--- src/rtl/dac_ctrl_pkg.sv ---
// shared types and constants for the converter load, busy and reset control
// assumes a single 20 MHz system clock and pins already synchronous to it
package dac_ctrl_pkg;

	localparam int unsigned CODE_W = 18;

	// clock and timing
	localparam int unsigned CLK_PERIOD_NS   = 50;
	localparam int unsigned SW_RESET_NS     = 200;
	localparam int unsigned SW_RESET_CYCLES =
		(SW_RESET_NS + CLK_PERIOD_NS - 1) / CLK_PERIOD_NS;
	localparam logic [2:0]  SW_RESET_CNT    = 3'(SW_RESET_CYCLES);
	localparam logic [4:0]  MUL_STEPS       = 5'h12;

	// reset values
	localparam logic [CODE_W-1:0] GAIN_RESET   = 18'h3_FFFF;
	localparam logic [CODE_W-1:0] OFFSET_RESET = 18'h0_0000;
	localparam int unsigned       MSB          = CODE_W - 1;
	localparam logic [CODE_W-1:0] CODE_MAX     = 18'h3_FFFF;

	// which input register a decoded serial frame writes
	typedef enum logic [1:0] {
		TGT_DATA   = 2'b00,
		TGT_OFFSET = 2'b01,
		TGT_GAIN   = 2'b10,
		TGT_NONE   = 2'b11
	} wr_target_t;

	typedef struct packed {
		logic              valid;
		wr_target_t        target;
		logic [CODE_W-1:0] value;
	} frame_write_t;

	// snapshot handed to the update engine
	typedef struct packed {
		logic [CODE_W-1:0] code;
		logic [CODE_W-1:0] gain;
		logic [CODE_W-1:0] offset;
	} calc_req_t;

	typedef enum logic [1:0] {
		CALC_IDLE = 2'b00,
		CALC_MUL  = 2'b01,
		CALC_ADD  = 2'b11
	} calc_state_t;

endpackage

--- src/rtl/dac_update_engine.sv ---
// sequential gain and offset calculation of the converter register value
// assumes start only when idle; abort drops a calculation in progress
module dac_update_engine (
	// clock and reset
	input  wire logic                  sys_clk_i,
	input  wire logic                  reset_i,
	// control
	input  wire logic                  abort_i,
	input  wire logic                  start_i,
	input  wire dac_ctrl_pkg::calc_req_t req_i,
	// status and result
	output logic                       busy_o,
	output logic                       done_o,
	output logic [17:0]                result_o
);

	dac_ctrl_pkg::calc_state_t state_q;
	logic [35:0] acc_q;
	logic [35:0] mcand_q;
	logic [17:0] mplier_q;
	logic [17:0] offset_q;
	logic [4:0]  step_q;
	logic [19:0] sum;

	// product keeps its upper half, so full gain is just under unity
	assign sum    = {2'b00, acc_q[35:18]} + {{2{offset_q[17]}}, offset_q};
	assign busy_o = (state_q != dac_ctrl_pkg::CALC_IDLE);

	always_ff @(posedge sys_clk_i) begin
		if (reset_i || abort_i) begin
			state_q <= dac_ctrl_pkg::CALC_IDLE;
		end else begin
			unique case (state_q)
				dac_ctrl_pkg::CALC_IDLE: if (start_i) state_q <= dac_ctrl_pkg::CALC_MUL;
				dac_ctrl_pkg::CALC_MUL:  if (step_q == 5'h01) state_q <= dac_ctrl_pkg::CALC_ADD;
				dac_ctrl_pkg::CALC_ADD:  state_q <= dac_ctrl_pkg::CALC_IDLE;
				default:                 state_q <= dac_ctrl_pkg::CALC_IDLE;
			endcase
		end
	end

	// one multiplier bit per cycle: slow, but the busy window covers it
	always_ff @(posedge sys_clk_i) begin
		if (start_i && !busy_o) begin
			acc_q    <= 36'h0_0000_0000;
			mcand_q  <= {18'h0_0000, req_i.code};
			mplier_q <= req_i.gain;
			offset_q <= req_i.offset;
			step_q   <= dac_ctrl_pkg::MUL_STEPS;
		end else if (state_q == dac_ctrl_pkg::CALC_MUL) begin
			acc_q    <= mplier_q[0] ? acc_q + mcand_q : acc_q;
			mcand_q  <= {mcand_q[34:0], 1'b0};
			mplier_q <= {1'b0, mplier_q[17:1]};
			step_q   <= step_q - 5'h01;
		end
	end

	// offset is signed; the result saturates at both ends of the scale
	always_ff @(posedge sys_clk_i) begin
		if (reset_i) begin
			done_o   <= 1'b0;
			result_o <= 18'h0_0000;
		end else begin
			done_o <= (state_q == dac_ctrl_pkg::CALC_ADD) && !abort_i;
			if (state_q == dac_ctrl_pkg::CALC_ADD) begin
				if (sum[19])
					result_o <= 18'h0_0000;
				else if (sum[18])
					result_o <= dac_ctrl_pkg::CODE_MAX;
				else
					result_o <= sum[17:0];
			end
		end
	end

endmodule

--- src/rtl/dac_load_busy_reset_control.sv ---
// reset, load strobe, busy line and ready control around the converter register
// assumes the serial decoder supplies written words, frame-done and chip select,
// all synchronous to sys_clk_i; the busy line is open drain with a pull-up

module dac_load_busy_reset_control (
	// clock and reset
	input  wire logic                        sys_clk_i,
	input  wire logic                        reset_i,
	// reset and configuration pins
	input  wire logic                        hw_reset_n_i,
	input  wire logic                        sw_reset_i,
	input  wire logic                        reset_level_select_i,
	input  wire logic                        input_format_select_i,
	input  wire logic                        power_down_in_i,
	// serial decoder side
	input  wire logic                        cs_n_i,
	input  wire dac_ctrl_pkg::frame_write_t  frame_write_i,
	input  wire logic                        frame_done_i,
	// load strobe and busy line
	input  wire logic                        load_strobe_n_i,
	input  wire logic                        busy_n_i,
	output logic                             busy_n_o,
	output logic                             busy_n_oe_o,
	// ready and converter
	output logic                             ready_n_o,
	output logic [17:0]                      dac_code_o,
	output logic                             dac_update_o,
	output logic                             power_down_o
);

	logic        in_reset;
	logic        any_reset;
	logic        sw_active;
	logic [2:0]  sw_cnt_q;
	logic [17:0] data_q;
	logic [17:0] gain_q;
	logic [17:0] offset_q;
	logic [17:0] data_reset;
	logic [17:0] code_reset;
	logic [17:0] data_conv;
	logic        load_prev_q;
	logic        load_fall;
	logic        pending_q;
	logic        line_busy;
	logic        int_busy;
	logic        start;
	logic        cs_prev_q;
	logic        cs_rise;
	logic        eng_busy;
	logic        eng_done;
	logic [17:0] eng_result;
	dac_ctrl_pkg::calc_req_t calc_req;

	// hardware reset and power-on share one path; load activity is masked in both
	assign in_reset  = reset_i || !hw_reset_n_i;
	assign sw_active = (sw_cnt_q != 3'h0);
	assign any_reset = in_reset || sw_reset_i || sw_active;

	// raw default sits in the host format so both pins steer it
	assign data_reset = {reset_level_select_i ^ input_format_select_i, 17'h0_0000};
	assign code_reset = {reset_level_select_i, 17'h0_0000};
	// two's complement becomes offset binary by flipping the sign bit
	assign data_conv  = data_q ^ {input_format_select_i, 17'h0_0000};

	// software reset keeps busy low for a fixed window
	always_ff @(posedge sys_clk_i) begin
		if (in_reset)
			sw_cnt_q <= 3'h0;
		else if (sw_reset_i)
			sw_cnt_q <= dac_ctrl_pkg::SW_RESET_CNT;
		else if (sw_active)
			sw_cnt_q <= sw_cnt_q - 3'h1;
	end

	// input registers: writes land whatever the busy or power-down state
	always_ff @(posedge sys_clk_i) begin
		if (any_reset) begin
			data_q   <= data_reset;
			gain_q   <= dac_ctrl_pkg::GAIN_RESET;
			offset_q <= dac_ctrl_pkg::OFFSET_RESET;
		end else if (frame_write_i.valid) begin
			unique case (frame_write_i.target)
				dac_ctrl_pkg::TGT_DATA:   data_q   <= frame_write_i.value;
				dac_ctrl_pkg::TGT_OFFSET: offset_q <= frame_write_i.value;
				dac_ctrl_pkg::TGT_GAIN:   gain_q   <= frame_write_i.value;
				dac_ctrl_pkg::TGT_NONE:   ;
			endcase
		end
	end

	// starting low after reset release is not treated as a falling edge
	always_ff @(posedge sys_clk_i) begin
		if (reset_i)
			load_prev_q <= 1'b0;
		else
			load_prev_q <= load_strobe_n_i;
	end

	assign load_fall = load_prev_q && !load_strobe_n_i && !in_reset;
	assign int_busy  = any_reset || eng_busy;
	// the line is read as well, so an outside party holding it low defers us
	assign line_busy = !busy_n_i || int_busy;
	assign start     = !line_busy && (load_fall || pending_q);

	always_ff @(posedge sys_clk_i) begin
		if (any_reset)
			pending_q <= 1'b0;
		else if (start)
			pending_q <= 1'b0;
		else if (load_fall && line_busy)
			pending_q <= 1'b1;
	end

	assign calc_req = '{code: data_conv, gain: gain_q, offset: offset_q};

	dac_update_engine u_engine (
		.sys_clk_i (sys_clk_i),
		.reset_i   (reset_i),
		.abort_i   (any_reset),
		.start_i   (start),
		.req_i     (calc_req),
		.busy_o    (eng_busy),
		.done_o    (eng_done),
		.result_o  (eng_result)
	);

	// converter register: reset level until a load has been carried out
	// limitation: a hold applied from outside after a calculation has started
	// does not delay its result; only loads that have not yet started are deferred
	always_ff @(posedge sys_clk_i) begin
		if (any_reset) begin
			dac_code_o   <= code_reset;
			dac_update_o <= 1'b0;
		end else begin
			dac_update_o <= eng_done;
			if (eng_done)
				dac_code_o <= eng_result;
		end
	end

	// the pin level is always low; only the enable moves
	always_ff @(posedge sys_clk_i) begin
		if (reset_i) begin
			busy_n_o    <= 1'b0;
			busy_n_oe_o <= 1'b1;
		end else begin
			busy_n_o    <= 1'b0;
			busy_n_oe_o <= int_busy || start;
		end
	end

	assign cs_rise = !cs_prev_q && cs_n_i;

	always_ff @(posedge sys_clk_i) begin
		if (reset_i)
			cs_prev_q <= 1'b1;
		else
			cs_prev_q <= cs_n_i;
	end

	// a frame completing in the chip-select edge cycle still shows ready
	always_ff @(posedge sys_clk_i) begin
		if (reset_i)
			ready_n_o <= 1'b1;
		else if (frame_done_i)
			ready_n_o <= 1'b0;
		else if (cs_rise)
			ready_n_o <= 1'b1;
	end

	// power-down only reaches the analog side; nothing here is frozen by it
	always_ff @(posedge sys_clk_i) begin
		if (reset_i)
			power_down_o <= 1'b0;
		else
			power_down_o <= power_down_in_i;
	end
endmodule

--- config.mk ---
export PLATFORM = sky130hd
export DESIGN_NAME = dac_load_busy_reset_control
export DESIGN_NICKNAME = d
export VERILOG_FILES = /design/src/rtl/dac_ctrl_pkg.sv /design/src/rtl/dac_update_engine.sv /design/src/rtl/dac_load_busy_reset_control.sv
export SDC_FILE = /design/constraint.sdc
export NUM_CORES = 1
export LEC_CHECK = 0
export BUFFER_PORTS_ARGS = -buffer_cell sky130_fd_sc_hd__buf_2
export CAP_MARGIN = 0
export CORE_ASPECT_RATIO = 0.8
export CORE_UTILIZATION = 55
export CTS_BUF_LIST = sky130_fd_sc_hd__clkbuf_8
export DETAILED_ROUTE_END_ITERATION = 10
export GPL_ROUTABILITY_DRIVEN = 1
export PLACE_DENSITY = 0.76
export RECOVER_POWER = 25
export SYNTH_ARGS = -nofsm -noshare
export SYNTH_HDL_FRONTEND = slang
export SYNTH_SLANG_ARGS = --single-unit
--- constraint.sdc ---
create_clock -name sys_clk_i -period 3.32 [get_ports sys_clk_i]
set_input_delay 0.332 -clock sys_clk_i [delete_from_list [all_inputs] [get_ports sys_clk_i]]
set_output_delay 0.332 -clock sys_clk_i [all_outputs]
set_load 0.05 [all_outputs]
Word level (Yosys, flattened, before mapping). Cells that the tools add are included.

Add/sub/neg operators: 4. Eq/ne operators: 7. Multiplexer cells: 18. Bitwise logic cells: 2. Reduce and logical (&&, ||, !) cells: 41.

Operators by type and width (count): 2-to-1 mux 18 bit (11); adder 36 bit (1); adder 19 x 18 -> 20 bit (1); XOR 18 bit (1); nonzero test 2 bit (7); AND reduction 2 bit (6); zero test 1 bit (8); logical OR 1 bit (8); logical AND 1 bit (7); 2-to-1 mux 3 bit (2); equality test 5 x 1 -> 1 bit (second input constant) (1); subtractor 5 x 1 -> 5 bit (second input constant) (1); equality test 2 x 1 -> 1 bit (second input constant) (2); equality test 2 bit (second input constant) (2); zero test 2 bit (2); 2-to-1 mux 2 bit (2); one-hot mux 2 bit (2 select lines) (1); OR reduction 2 bit (2); nonzero test 3 bit (1); subtractor 3 x 1 -> 3 bit (second input constant) (1); 2-to-1 mux 1 bit (2); inequality test 2 x 1 -> 1 bit (second input constant) (1); inequality test 2 bit (second input constant) (1); XOR 1 bit (1).

Register bits after elaboration: 216. Input bits: 32. Output and inout bits: 23. Word-level logic and storage cells: 96.

Logic depth before layout (Yosys ltp).
Word-level depth: 10. Gate-level depth with buffers: 13. Gate-level depth less buffers: 11.

Cells and area by module. A second synthesis with hierarchy kept.

Cell total of the unflattened synthesis: 1240. Area, all modules: 10596.4 um^2.

By module, submodules not included: dac_update_engine (instances 1, cells each 897, area each 7564.8 um^2, sequential area each 3223.1 um^2); dac_load_busy_reset_control (instances 1, cells each 343, area each 3031.7 um^2, sequential area each 1661.6 um^2).

Worst setup path before layout. OpenSTA, ideal clock, no wires.

Path type: register to register. Start: reg sw_cnt_q[0]. End: reg u_engine.mcand_q[0], enable pin. Library setup time: 0.394 ns. Data arrival time: 2.829 ns. Data required time: 2.926 ns. Slack: 0.098 ns. Stages on the path, launching flop included: 12. Path buffers: 4. Clock period less this slack: 3.222 ns. Cell sequence: dfxtp_1 > inv_1 > ha_1 > ha_1 > clkbuf_1 > and2_1 > clkbuf_1 > o21ai_0 > or2_2 > clkbuf_1 > clkbuf_1 > nand2_1.

Word-level cells in the longest chain between the ends: 8.

RTL lines: from (decl) (RTL line dac_load_busy_reset_control.sv:34) `logic [2:0] sw_cnt_q;`; from (signal assigned) (RTL line dac_load_busy_reset_control.sv:70) `sw_cnt_q <= dac_ctrl_pkg::SW_RESET_CNT;`; from (signal assigned) (RTL line dac_load_busy_reset_control.sv:72) `sw_cnt_q <= sw_cnt_q - 3'h1;`; nonzero test 3 bit (RTL line dac_load_busy_reset_control.sv:56) `assign sw_active = (sw_cnt_q != 3'h0);`; logical OR 1 bit (RTL line dac_load_busy_reset_control.sv:57) `assign any_reset = in_reset || sw_reset_i || sw_active;`; logical OR 1 bit (RTL line dac_load_busy_reset_control.sv:100) `assign int_busy = any_reset || eng_busy;`; logical OR 1 bit (RTL line dac_load_busy_reset_control.sv:102) `assign line_busy = !busy_n_i || int_busy;`; zero test 1 bit (RTL line dac_load_busy_reset_control.sv:103) `assign start = !line_busy && (load_fall || pending_q);`; logical AND 1 bit (RTL line dac_load_busy_reset_control.sv:103); logical AND 1 bit (RTL line dac_update_engine.sv:44) `if (start_i && !busy_o) begin`; nonzero test 2 bit (no line); to (signal assigned) (RTL line dac_update_engine.sv:46) `mcand_q <= {18'h0_0000, req_i.code};`; to (signal assigned) (RTL line dac_update_engine.sv:52) `mcand_q <= {mcand_q[34:0], 1'b0};`; to (decl) (RTL line dac_update_engine.sv:19) `logic [35:0] mcand_q;`.

No other way between the ends. A chain may end at the register's enable or synchronous reset.

Worst setup path after layout.
Start: reg u_engine.offset_q[0]. End: reg u_engine.result_o[16].

Word-level cells in the longest chain between the ends: 3.

RTL lines: from (decl) (RTL line dac_update_engine.sv:21) `logic [17:0] offset_q;`; from (signal assigned) (RTL line dac_update_engine.sv:48) `offset_q <= req_i.offset;`; adder 19 x 18 -> 20 bit * (RTL line dac_update_engine.sv:26) `assign sum = {2'b00, acc_q[35:18]} + {{2{offset_q[17]}}, offset_q};`; 2-to-1 mux 18 bit (RTL line dac_update_engine.sv:68) `else if (sum[18])`; 2-to-1 mux 18 bit * (RTL line dac_update_engine.sv:66) `if (sum[19])`; to (signal assigned) (RTL line dac_update_engine.sv:69) `result_o <= dac_ctrl_pkg::CODE_MAX;`; to (signal assigned) (RTL line dac_update_engine.sv:71) `result_o <= sum[17:0];`; to (decl) (RTL line dac_update_engine.sv:14) `output logic [17:0] result_o`.

Mark *: on every way between the ends. The rest lies on a longest branch, timed or not.

==> results.json <==
{
  "dr.pass1.iters": 5,
  "synth_top_area_frac": 0.302,
  "post-route-period-util": 0.943,
  "cts_sinks": 216,
  "end_kind": "register",
  "synth-seq-area-share": 0.461,
  "avgSynthCellArea_um2": 8.51,
  "htreeDepth": 2,
  "ant_nets": 0,
  "outcome": "finished clean",
  "drt-initial-drc-count": 693,
  "core_area_mm2": 0.0189,
  "clockRootBuffer": "clkbuf_8",
  "routed_via_density": 5.61,
  "crit_top_cell": "a221oi_2",
  "antenna_found_initial": 0,
  "grt_pass1_wl_um": 40200,
  "cp_max_fo": 8,
  "synth_common_cells": "349 x nand2_1, 160 x dfxtp_1, 131 x a21oi_1",
  "clock_path_buffers": 3,
  "synth_seq_cells": 216,
  "min_to": "load_prev_q",
  "p_int_mw": 4.24,
  "slowest_delay_ns": 0.41,
  "start_util": 0.560,
  "netlist_top_cells_area": "dfxtp_1 30%, edfxtp_1 16%, nand2_1 12%",
  "fin_crit_ns": 3.13,
  "holdPathStages": 2,
  "power_frac_comb": 0.144,
  "cp.required_ns": 3.78,
  "path_cells": "ha_1 -> fa_1 -> a21o_1 -> a221oi_2 -> a22oi_2 -> a221oi_2 -> o2111ai_1 -> a21oi_2 -> xnor2_2 -> buf_6 -> nand2_2 -> nand2_1",
  "crit_start": "u_engine.offset_q[0]",
  "final_nets": 1387,
  "critical-path-top-delay-family": "compound AO/OA/AOI/OAI gates",
  "hold_violations": 0,
  "finalSetupTns_ns": 0,
  "setup_viol": 0,
  "first_global_vias": 8156,
  "crit_buf_inv": 1,
  "clock_latency_ns": 0.54,
  "final_util": 0.623,
  "syn_area_mm2": 0.0106,
  "p_clk_frac": 0.373,
  "vias": 8838,
  "syn_to_final_growth_pct": 11.2,
  "r2r-start": "u_engine.offset_q[0]",
  "p_per_area_mw_per_mm2": 497,
  "finClkSkew_ns": 0.0327,
  "routed_wl_um": 24800,
  "leakagePower_nw": 4.77,
  "cts_tree": "done",
  "hold_class": "in2reg",
  "antenna_cells": 0,
  "gp_congestion": 0.941,
  "cts_inserted_buffers": 35,
  "arrival_ns": 3.59,
  "cp-start-kind": "register",
  "p_seq_frac": 0.483,
  "grtUsageTotal": 0.254,
  "reg2reg_depth": 12,
  "slowest_stage": "fa_1",
  "min_from": "load_strobe_n_i",
  "synth_edf_count": 56,
  "maxCapViolCount": 0,
  "relSlewSlack": 0.101,
  "r2r_slack_ns": 0.19,
  "io_pins": 55,
  "dpl.hpwl_um": 17500,
  "avgRoutedWirePerCell_um": 15.7,
  "report.final.slew_viol_count": 0,
  "io_buffers": 53,
  "ys_warn_count": 0,
  "drc": 0,
  "die-area_mm2": 0.0198,
  "synth_cell_types": 66,
  "syn-num-nets": 1339,
  "num_rows": 45,
  "worstMarginPinSlew_ns": 1.35,
  "final_layout_size_suffix_gt1_frac": 0.0851,
  "crit_type": "reg2reg",
  "ir_drop_mv": 0.338,
  "chipWidth_um": 157,
  "async_reset_ff_frac": 0,
  "netlist_instances": 1246,
  "cts.clk_slew.worst_paths_ns": 0.06,
  "reg2reg_to": "u_engine.result_o[16]",
  "grt_max_degree": 37,
  "swShare": 0.276,
  "preCtsSetupSlack_ns": 0.100,
  "synth_flop_cell": "dfxtp_1",
  "synth_most_common_cell": "nand2_1",
  "max_freq_mhz": 319,
  "finalWorstSetupSlack_ns": 0.188,
  "grt.overflow.total": 0,
  "p_sw_mw": 1.61,
  "synth_top_area_cell": "dfxtp_1",
  "die_h_um": 126
}
logic make-up after synthesis:
logic type | synth area share
flops | 0.461
compound gates | 0.160
mux | 0.0161
simple gates | 0.215
fa+ha+maj | 0.0734
xor+xnor | 0.0421
other cells | 0.000354
buf+inv | 0.0327
metrics by stage:
stage	instances	hold WS, ns	power [mW]	area, um2
2_1_floorplan	1246	0.401	3.49	10600
3_3_place_gp	1511	0.420	3.69	11100
3_5_place_dp	1511	0.416	3.70	11100
4_1_cts	1574	0.0122	5.88	11800
5_1_grt	1574	0.0484	6.11	11800
6_report	1574	0.0386	5.85	11800
cell usage in the layout, fill, tap and decap left out, types with 32 or more instances in the layout:
cell type	count
edfxtp_1	56
nand3_1	40
dfxtp_1	160
ha_1	59
inv_1	32
nand2_1	349
a21oi_1	130
nor2_1	62
clkbuf_8	41
o21ai_0	37
how the worst max path moves through the flow:
stage | depth (start not counted) | slack (ns) | endpoint
floorplan | 11 | 0.1 | u_engine.mcand_q[0]
global placement | 12 | 0.16 | u_engine.result_o[14]
detailed placement | 12 | 0.10 | u_engine.result_o[16]
CTS | 12 | 0.08 | u_engine.result_o[16]
global route | 12 | -0.009 | u_engine.result_o[17]
finish | 12 | 0.19 | u_engine.result_o[16]
layer usage:
layer  routed length, um  part of all wire  track usage  vias up
met4                 467             0.019       0.0737        0
met5                   0                 0            0        -
met2               11100              0.45        0.398      260
met3                1560             0.063       0.0496       40
met1               11600              0.47        0.356     4135
li1                    -                 -            -     4403
area by class of cell:
cell class | count | area, um2
repair buffers | 79 | 453
well taps | 258 | 323
clock buffers | 41 | 564
fillers | 1674 | 7140
flip-flops and latches | 216 | 4880
multi-input cells | 943 | 5400
inverters | 19 | 71.3
clock inverters | 18 | 90.1
power by group through the flow:
stage | clock (mW) | sequential (mW) | combinational, mW
after CTS | 2.23 | 2.83 | 0.826
after floorplan | 0 | 2.87 | 0.623
after global routing | 2.34 | 2.83 | 0.934
after detailed placement | 0 | 2.88 | 0.816
final | 2.18 | 2.83 | 0.842
after global placement | 0 | 2.88 | 0.806
registers in the layout, indices dropped and copies added (netlist names), 18 cells and up:
register           flops
dac_code_o            18
data_q                18
gain_q                18
offset_q              18
u_engine.acc_q        36
u_engine.mcand_q      36
u_engine.mplier_q     18
u_engine.offset_q     18
u_engine.result_o     18
timing repair:
action	4_1_cts	5_1_grt
hold endpoints to repair	4	0
buffers inserted	0	0
endpoints found under the setup margin	0	17
gates resized for setup	0	6
hold buffers	4	0
Note: power is estimated with default switching activity, not from simulation.
